File: src/pkg/adc_mode_pkg.sv
// Register map, field layout and reset values of the ADC input-mode block
`default_nettype none
package adc_mode_pkg;
  localparam int unsigned ADDR_W = 12;
  localparam logic [11:0] OFF_INPUT_MODE_LOW = 12'h000;
  localparam logic [11:0] OFF_INPUT_MODE_HIGH = 12'h004;
  localparam logic [11:0] OFF_CMP0_ENABLE = 12'h008;
  localparam logic [11:0] OFF_CMP1_ENABLE = 12'h00C;
  // Writable masks; everything else reads zero
  localparam logic [15:0] MODE_LOW_MASK = 16'h555F;
  localparam logic [15:0] MODE_HIGH_MASK = 16'h1555;
  localparam logic [15:0] CMP_EN_MASK = 16'h4FFF;
  localparam logic [15:0] REG_RESET = 16'h0000;
  localparam int unsigned NUM_CHANNELS = 15;
  localparam int unsigned NUM_PAIRED = 2;
  localparam int unsigned PAIR_BIT0 = 1;
  localparam int unsigned PAIR_BIT1 = 3;
  localparam int unsigned CMP_CH14_BIT = 14;

  typedef struct packed {
    logic [14:0] signed_result;
    logic [1:0] pair_mode;
  } channel_cfg_s;

  typedef struct packed {
    logic [14:0] cmp1_select;
    logic [14:0] cmp0_select;
  } compare_cfg_s;
endpackage
`default_nettype wire

File: src/logic/adc_input_mode_regs.sv
// APB register block for ADC channel input mode, data format and comparator select
// Operation
// RULE1 - Bits 3 and 1 of the low input-mode register make channels 1 and 0 pseudo-differential when set.
// RULE2 - Even bits of the low input-mode register make channels 0 to 7 produce signed data when set.
// RULE3 - Odd bits 15 down to 5 of the low input-mode register are unimplemented and read zero.
// RULE4 - Even bits of the high register set signed data for channels 8 to 14; odd bits and 15 to 13 read zero.
// RULE5 - There are two comparator channel-enable registers, one per comparator, with identical layout.
// RULE6 - Bit 14 of a comparator enable register routes channel 14's result to that comparator.
// RULE7 - Bits 11 to 0 of a comparator enable register route channels 0 to 11 to that comparator.
// RULE8 - Bits 15, 13 and 12 of a comparator enable register are unimplemented and read zero.
// RULE9 - All implemented bits clear to zero at reset.
`default_nettype none
module adc_input_mode_regs
  import adc_mode_pkg::*;
(
  input wire logic pclk,
  input wire logic presetn,
  input wire logic psel,
  input wire logic penable,
  input wire logic pwrite,
  input wire logic [adc_mode_pkg::ADDR_W-1:0] paddr,
  input wire logic [31:0] pwdata,
  input wire logic [3:0] pstrb,
  output logic [31:0] prdata,
  output logic pready,
  output logic pslverr,
  output adc_mode_pkg::channel_cfg_s channel_cfg,
  output adc_mode_pkg::compare_cfg_s compare_cfg
);
  import adc_mode_pkg::*;

  logic [15:0] mode_low_q, mode_low_d;
  logic [15:0] mode_high_q, mode_high_d;
  logic [15:0] cmp0_q, cmp0_d;
  logic [15:0] cmp1_q, cmp1_d;
  logic [31:0] prdata_q, prdata_d;

  // Byte lanes only reach the low half; the upper 16 data bits are ignored
  function automatic logic [15:0] merge(input logic [15:0] old, input logic [31:0] wd,
                                        input logic [3:0] strb, input logic [15:0] mask);
    logic [15:0] v;
    v = old;
    if (strb[0])
      v[7:0] = wd[7:0];
    if (strb[1])
      v[15:8] = wd[15:8];
    return v & mask;
  endfunction

  // Comparator channel select keeps the unimplemented 13:12 gap as zeros and drops bit 15
  function automatic logic [14:0] cmp_select(input logic [15:0] r);
    return {r[CMP_CH14_BIT], 2'b00, r[11:0]};
  endfunction

  // Full address compare, so no register answers at an alias
  wire access = psel && penable;
  wire wr_en = access && pwrite;
  wire hit_low = paddr == OFF_INPUT_MODE_LOW;
  wire hit_high = paddr == OFF_INPUT_MODE_HIGH;
  wire hit_cmp0 = paddr == OFF_CMP0_ENABLE;
  wire hit_cmp1 = paddr == OFF_CMP1_ENABLE;
  wire hit_any = hit_low || hit_high || hit_cmp0 || hit_cmp1;

  assign mode_low_d = (wr_en && hit_low) ? merge(mode_low_q, pwdata, pstrb, MODE_LOW_MASK) : mode_low_q; // RULE1 RULE2 RULE3
  assign mode_high_d = (wr_en && hit_high) ? merge(mode_high_q, pwdata, pstrb, MODE_HIGH_MASK) : mode_high_q; // RULE4
  assign cmp0_d = (wr_en && hit_cmp0) ? merge(cmp0_q, pwdata, pstrb, CMP_EN_MASK) : cmp0_q; // RULE5 RULE8
  assign cmp1_d = (wr_en && hit_cmp1) ? merge(cmp1_q, pwdata, pstrb, CMP_EN_MASK) : cmp1_q; // RULE5 RULE8

  wire [15:0] rd_sel = hit_low ? mode_low_q : hit_high ? mode_high_q : hit_cmp0 ? cmp0_q : hit_cmp1 ? cmp1_q : 16'h0000;
  assign prdata_d = (psel && !penable && !pwrite) ? {16'h0000, rd_sel} : prdata_q;

  always_ff @(posedge pclk or negedge presetn)
  begin
    if (!presetn)
    begin
      mode_low_q <= REG_RESET; // RULE9
      mode_high_q <= REG_RESET; // RULE9
      cmp0_q <= REG_RESET; // RULE9
      cmp1_q <= REG_RESET; // RULE9
      prdata_q <= {16'h0000, REG_RESET};
    end
    else
    begin
      mode_low_q <= mode_low_d;
      mode_high_q <= mode_high_d;
      cmp0_q <= cmp0_d;
      cmp1_q <= cmp1_d;
      prdata_q <= prdata_d;
    end
  end

  // One wait-free access phase; read data captured in setup
  assign pready = 1'b1;
  assign pslverr = access && !hit_any;
  assign prdata = prdata_q;

  // Signed flags: channels 0-7 at low even bits, 8-14 at high even bits
  function automatic logic [14:0] sign_flags(input logic [15:0] lo, input logic [15:0] hi);
    logic [14:0] f;
    f = 15'h0000;
    for (int i = 0; i < 8; i++)
      f[i] = lo[2*i];
    for (int i = 0; i < 7; i++)
      f[8+i] = hi[2*i];
    return f;
  endfunction

  // Whole structs in one assignment each, so every output bit has one driver
  wire [14:0] sign_bits = sign_flags(mode_low_q, mode_high_q); // RULE2 RULE4
  wire [1:0] pair_bits = {mode_low_q[PAIR_BIT1], mode_low_q[PAIR_BIT0]}; // RULE1
  assign channel_cfg = '{signed_result: sign_bits, pair_mode: pair_bits};
  assign compare_cfg = '{cmp1_select: cmp_select(cmp1_q), cmp0_select: cmp_select(cmp0_q)}; // RULE5 RULE6 RULE7

  property p_low_reserved;
    @(posedge pclk) disable iff (!presetn) (mode_low_q & ~MODE_LOW_MASK) == 16'h0000;
  endproperty
  a_low_reserved: assert property (p_low_reserved) else $error("low mode reserved bit set"); // RULE3

  property p_high_reserved;
    @(posedge pclk) disable iff (!presetn) (mode_high_q & ~MODE_HIGH_MASK) == 16'h0000;
  endproperty
  a_high_reserved: assert property (p_high_reserved) else $error("high mode reserved bit set"); // RULE4

  property p_cmp_reserved;
    @(posedge pclk) disable iff (!presetn) ((cmp0_q | cmp1_q) & ~CMP_EN_MASK) == 16'h0000;
  endproperty
  a_cmp_reserved: assert property (p_cmp_reserved) else $error("comparator reserved bit set"); // RULE8

  property p_pair_write;
    @(posedge pclk) disable iff (!presetn) (wr_en && hit_low && pstrb[0])
      |=> channel_cfg.pair_mode == {$past(pwdata[3]), $past(pwdata[1])};
  endproperty
  a_pair_write: assert property (p_pair_write) else $error("pair mode not taken from write"); // RULE1

  property p_sign_low_write;
    @(posedge pclk) disable iff (!presetn) (wr_en && hit_low && pstrb[1])
      |=> channel_cfg.signed_result[7] == $past(pwdata[14]);
  endproperty
  a_sign_low_write: assert property (p_sign_low_write) else $error("channel 7 sign wrong"); // RULE2

  property p_sign_high_write;
    @(posedge pclk) disable iff (!presetn) (wr_en && hit_high && pstrb[1])
      |=> channel_cfg.signed_result[14] == $past(pwdata[12]);
  endproperty
  a_sign_high_write: assert property (p_sign_high_write) else $error("channel 14 sign wrong"); // RULE4

  property p_cmp14;
    @(posedge pclk) disable iff (!presetn) (wr_en && hit_cmp1 && pstrb[1])
      |=> compare_cfg.cmp1_select[14] == $past(pwdata[14]) && compare_cfg.cmp0_select == $past(compare_cfg.cmp0_select);
  endproperty
  a_cmp14: assert property (p_cmp14) else $error("comparator 1 channel 14 wrong"); // RULE5 RULE6

  property p_cmp_low;
    @(posedge pclk) disable iff (!presetn) (wr_en && hit_cmp0 && pstrb[0])
      |=> compare_cfg.cmp0_select[7:0] == $past(pwdata[7:0]);
  endproperty
  a_cmp_low: assert property (p_cmp_low) else $error("comparator 0 low channels wrong"); // RULE7

  // Hold checks mixed with write and read checks; a stray write enable would show up in a hold check first
  property p_pair_hold;
    @(posedge pclk) disable iff (!presetn) !(wr_en && hit_low && pstrb[0])
      |=> $stable(channel_cfg.pair_mode);
  endproperty
  a_pair_hold: assert property (p_pair_hold) else $error("pair mode changed without write"); // RULE1

  property p_sign_low_bits;
    @(posedge pclk) disable iff (!presetn) (wr_en && hit_low && pstrb[0])
      |=> channel_cfg.signed_result[3:0] == {$past(pwdata[6]), $past(pwdata[4]), $past(pwdata[2]), $past(pwdata[0])};
  endproperty
  a_sign_low_bits: assert property (p_sign_low_bits) else $error("channels 3 to 0 sign wrong"); // RULE2

  property p_sign_high_bits;
    @(posedge pclk) disable iff (!presetn) (wr_en && hit_high && pstrb[0])
      |=> channel_cfg.signed_result[11:8] == {$past(pwdata[6]), $past(pwdata[4]), $past(pwdata[2]), $past(pwdata[0])};
  endproperty
  a_sign_high_bits: assert property (p_sign_high_bits) else $error("channels 11 to 8 sign wrong"); // RULE4

  property p_sign_hold;
    @(posedge pclk) disable iff (!presetn) !(wr_en && (hit_low || hit_high))
      |=> $stable(channel_cfg.signed_result);
  endproperty
  a_sign_hold: assert property (p_sign_hold) else $error("sign flags changed without write"); // RULE2 RULE4

  property p_cmp0_mid;
    @(posedge pclk) disable iff (!presetn) (wr_en && hit_cmp0 && pstrb[1])
      |=> compare_cfg.cmp0_select[13:8] == {2'b00, $past(pwdata[11:8])};
  endproperty
  a_cmp0_mid: assert property (p_cmp0_mid) else $error("comparator 0 channels 13 to 8 wrong"); // RULE7 RULE8

  property p_cmp1_low;
    @(posedge pclk) disable iff (!presetn) (wr_en && hit_cmp1 && pstrb[0])
      |=> compare_cfg.cmp1_select[7:0] == $past(pwdata[7:0]);
  endproperty
  a_cmp1_low: assert property (p_cmp1_low) else $error("comparator 1 low channels wrong"); // RULE5 RULE7

  property p_cmp_hold;
    @(posedge pclk) disable iff (!presetn) !(wr_en && hit_cmp0)
      |=> $stable(compare_cfg.cmp0_select);
  endproperty
  a_cmp_hold: assert property (p_cmp_hold) else $error("comparator 0 select changed without write"); // RULE5

  property p_read_reserved_low;
    @(posedge pclk) disable iff (!presetn) (psel && !penable && !pwrite && hit_low)
      |=> (prdata & ~{16'h0000, MODE_LOW_MASK}) == 32'h0000_0000;
  endproperty
  a_read_reserved_low: assert property (p_read_reserved_low) else $error("low mode reserved bit read as one"); // RULE3

  property p_read_reserved_cmp;
    @(posedge pclk) disable iff (!presetn) (psel && !penable && !pwrite && (hit_cmp0 || hit_cmp1))
      |=> (prdata & ~{16'h0000, CMP_EN_MASK}) == 32'h0000_0000;
  endproperty
  a_read_reserved_cmp: assert property (p_read_reserved_cmp) else $error("comparator reserved bit read as one"); // RULE8

  property p_reset_read;
    @(posedge pclk) $rose(presetn) |-> prdata == 32'h0000_0000;
  endproperty
  a_reset_read: assert property (p_reset_read) else $error("read data not clear after reset"); // RULE9

  property p_reset_clear;
    @(posedge pclk) $rose(presetn) |-> channel_cfg == '0 && compare_cfg == '0;
  endproperty
  a_reset_clear: assert property (p_reset_clear) else $error("config not clear after reset"); // RULE9

  c_write_low: cover property (@(posedge pclk) disable iff (!presetn) wr_en && hit_low);
  c_write_cmp1: cover property (@(posedge pclk) disable iff (!presetn) wr_en && hit_cmp1);
  c_read_high: cover property (@(posedge pclk) disable iff (!presetn) access && !pwrite && hit_high);
  c_unmapped: cover property (@(posedge pclk) disable iff (!presetn) pslverr);
  c_partial_strobe: cover property (@(posedge pclk) disable iff (!presetn) wr_en && pstrb[1:0] == 2'b01);
endmodule
`default_nettype wire

File: config.mk
export PLATFORM = sky130hd
export DESIGN_NAME = adc_input_mode_regs
export DESIGN_NICKNAME = d
export VERILOG_FILES = /design/src/pkg/adc_mode_pkg.sv /design/src/logic/adc_input_mode_regs.sv
export SDC_FILE = /design/constraint.sdc
export NUM_CORES = 1
export LEC_CHECK = 0
export BUFFER_PORTS_ARGS = -buffer_cell sky130_fd_sc_hd__buf_4
export CORE_MARGIN = 1.5
export CORE_UTILIZATION = 35
export CTS_BUF_LIST = sky130_fd_sc_hd__clkbuf_8 sky130_fd_sc_hd__clkbuf_16
export DETAILED_ROUTE_END_ITERATION = 8
export GPL_ROUTABILITY_DRIVEN = 0
export PLACE_DENSITY_LB_ADDON = 0.12
export SYNTH_ARGS = -nofsm -noshare
export SYNTH_HDL_FRONTEND = slang
export SYNTH_SLANG_ARGS = --single-unit
File: constraint.sdc
create_clock -name pclk -period 1.4 [get_ports pclk]
set_input_delay 0.14 -clock pclk [delete_from_list [all_inputs] [get_ports pclk]]
set_output_delay 0.14 -clock pclk [all_outputs]
set_load 0.01 [all_outputs]
==> impl_metrics.env <==
export IMPL_maxCapViolCount=0
export IMPL_ios=134
export IMPL_cts_root_buf="clkbuf_8"
export IMPL_start_kind="input port"
export IMPL_synthesis_area_um2=2770
export IMPL_layout_drive_gt1_share_pct=57.1
export IMPL_dp_hpwl_um=5190
export IMPL_synthTopCellsByCount="dfrtp_1, mux2_2, buf_4"
export IMPL_layout_cells_non_filler=435
export IMPL_critPathMaxFanout=3
export IMPL_clock_latency_ns=0.34
export IMPL_power_leakage_nw=2.02
export IMPL_yosys_area_top_type_share_pct=51.5
export IMPL_fmax_mhz=728
export IMPL_grt_max_degree=28
export IMPL_drc=0
export IMPL_yosysMostFrequentCell="dfrtp_1"
export IMPL_wl_per_cell_um=15.7
export IMPL_avgViaCountPerCell=4.60
export IMPL_postSynthAreaPerCell_um2=13.3
export IMPL_seq_area_frac_synth_pct=51.5
export IMPL_min_period_ns=1.37
export IMPL_cts_buffer_depth=2
export IMPL_synthFlopType="dfrtp_1"
export IMPL_die_w_um=92.0
export IMPL_clock_skew_ns=0.00943
export IMPL_die_h_um=92.0
export IMPL_post_place_cells=417
export IMPL_yosys_warnings=0
export IMPL_finalSetupViolations=0
export IMPL_antenna_found_initial=0
export IMPL_place_ws_ns=-0.261
export IMPL_wl_um=6810
export IMPL_core_um2=7690
export IMPL_htree_levels=3
export IMPL_power_density_nw_per_um2=877
export IMPL_cp_arrival_ns=1.59
export IMPL_die_area_um2=8460
export IMPL_area_growth_pct=39.5
export IMPL_clkTransAtPathRegs_ns=0.07
export IMPL_synthCells=209
export IMPL_busiest_layer="met1"
export IMPL_row_count=32
export IMPL_placed_area_um2=3650
export IMPL_cp_end_kind="register"
export IMPL_fin_crit_sh_pct=98.1
export IMPL_hold_class="in -> reg"
export IMPL_grt_remaining_overflow=0
export IMPL_ys_seq_elements=57
export IMPL_async_flop_share_pct=100
export IMPL_final_util_pct=50.3
export IMPL_numCtsBuffers=9
export IMPL_finalInstanceArea_um2=3860
export IMPL_met2_usage_pct=24.8
export IMPL_nets=381
export IMPL_vias=2000
export IMPL_holdWs_ns=0.0427
export IMPL_initial_core_util_pct=36.0
export IMPL_drv_slew=0
export IMPL_setup_tns_ns=0
export IMPL_met1_usage_pct=24.8
export IMPL_grt_pass1_wl_um=11000
export IMPL_hold_violations=0
export IMPL_crit_chain="buf_4, nor4_4, buf_4, nand3b_1, nor2_4, buf_4, mux2_2"
export IMPL_status="complete, no violations"
export IMPL_synth_edf_count=0
export IMPL_grt_usage_pct=17.6
export IMPL_n_antenna_cell=0
export IMPL_grt_met3_usage_pct=6.05
export IMPL_synth_cell_types=25
export IMPL_drt_first_pass_iters=4
export IMPL_crit_slowest_cell="nor4_4"
export IMPL_cts_tree="done"
export IMPL_cp_data_required_time_ns=1.62
export IMPL_grt_pass1_vias=2008
export IMPL_initialDrtViolationCount=63
export IMPL_cts_sinks=57
export IMPL_setup_slack_ns=0.0267
export IMPL_cpMostUsedCell="buf_4"
export IMPL_power_mw=3.39
export IMPL_ir_drop_mv=0.493
export IMPL_worst_setup_path_type="in -> reg"
export IMPL_port_buffers=90
export IMPL_cp_slowest_stage_delay_ns=0.33
export IMPL_drtAntennaViolNets=0
export IMPL_synth_largest_area_cell="dfrtp_1"
export IMPL_synth_area_leaders="dfrtp_1, mux2_2, buf_4"
-- layout make-up --
| type | instances | area (µm²) |
|---|---|---|
| multi-input combinational | 144 | 1220 |
| sequential | 57 | 1430 |
| timing repair buffer | 116 | 898 |
| fill | 751 | 3820 |
| clock buffer | 10 | 138 |
| clock inverter | 6 | 51.3 |
| tap | 102 | 128 |
-- per-layer routing --
layer / wire [µm] / share of wire [%]
met2: 3000 / 44
met5: 0 / 0
met1: 3190 / 47
met3: 544 / 8.0
met4: 72 / 1.1
-- where the power goes --
group | switching (mW) | internal (mW) | leakage [nW] | total [mW]
clock | 0.643 | 0.845 | 0.110 | 1.49
combinational | 0.144 | 0.109 | 1.11 | 0.253
sequential | 0.000683 | 1.65 | 0.797 | 1.65
-- sequential cells by signal, indices dropped and copies added, names as in the netlist --
| signal | flops |
|---|---|
| cmp0_q | 13 |
| mode_high_q | 7 |
| mode_low_q | 10 |
| cmp1_q | 13 |
| prdata | 14 |
-- logic make-up after synthesis --
logic type	count (synthesis)	share of synthesized area, %
AOI/OAI and AO/OA	8	1.85
buffers and inverters	29	7.36
DFF	57	51.5
muxes	57	25.2
other	2	0.271
and+or+nand+nor	56	13.8
-- timing repair --
item                                   in CTS  in global routing
gates resized for setup                     0                  1
buffers inserted                            0                  1
setup endpoints to repair                   0                  1
hold buffers                                1                  0
endpoints found under the hold margin      45                  0
-- placed cells by master, fill, tap and decap left out, types with 2 or more instances in the layout --
| cell type | n |
|---|---|
| nand3_4 | 2 |
| mux2i_1 | 8 |
| nor2_1 | 4 |
| buf_4 | 113 |
| dfrtp_1 | 57 |
| clkinv_2 | 2 |
| clkbuf_8 | 10 |
| nand2_1 | 23 |
| nor4_4 | 2 |
| mux4_2 | 6 |
| buf_12 | 2 |
| nand3_1 | 8 |
| nor3_4 | 2 |
| nand4_1 | 3 |
| inv_1 | 3 |
| o21ai_0 | 4 |
| nor2_4 | 6 |
| mux2_2 | 43 |
| conb_1 | 23 |
| o211ai_1 | 3 |
| and4_1 | 2 |
-- final timing paths --
check	start	endpoint	slack (ns)	cells past startpoint
setup / recovery	paddr[10]	cmp0_q[3]	0.03	7
hold / removal	pwdata[7]	cmp1_q[7]	0.04	2
setup reg to reg	cmp1_q[8]	prdata[8]	0.25	3
hold reg to reg	prdata[4]	prdata[4]	0.47	2
max in group asynchronous	presetn	mode_low_q[1]	0.70	3
min in group asynchronous	presetn	mode_high_q[8]	0.23	2
-- critical path, delay by kind of cell --
| kind | cells | cell delay [ns] |
|---|---|---|
| buffers and inverters | 3 | 0.43 |
| AND/OR/NAND/NOR | 3 | 0.70 |
| multiplexers | 1 | 0.32 |
Power figures use the tool's default switching activity.
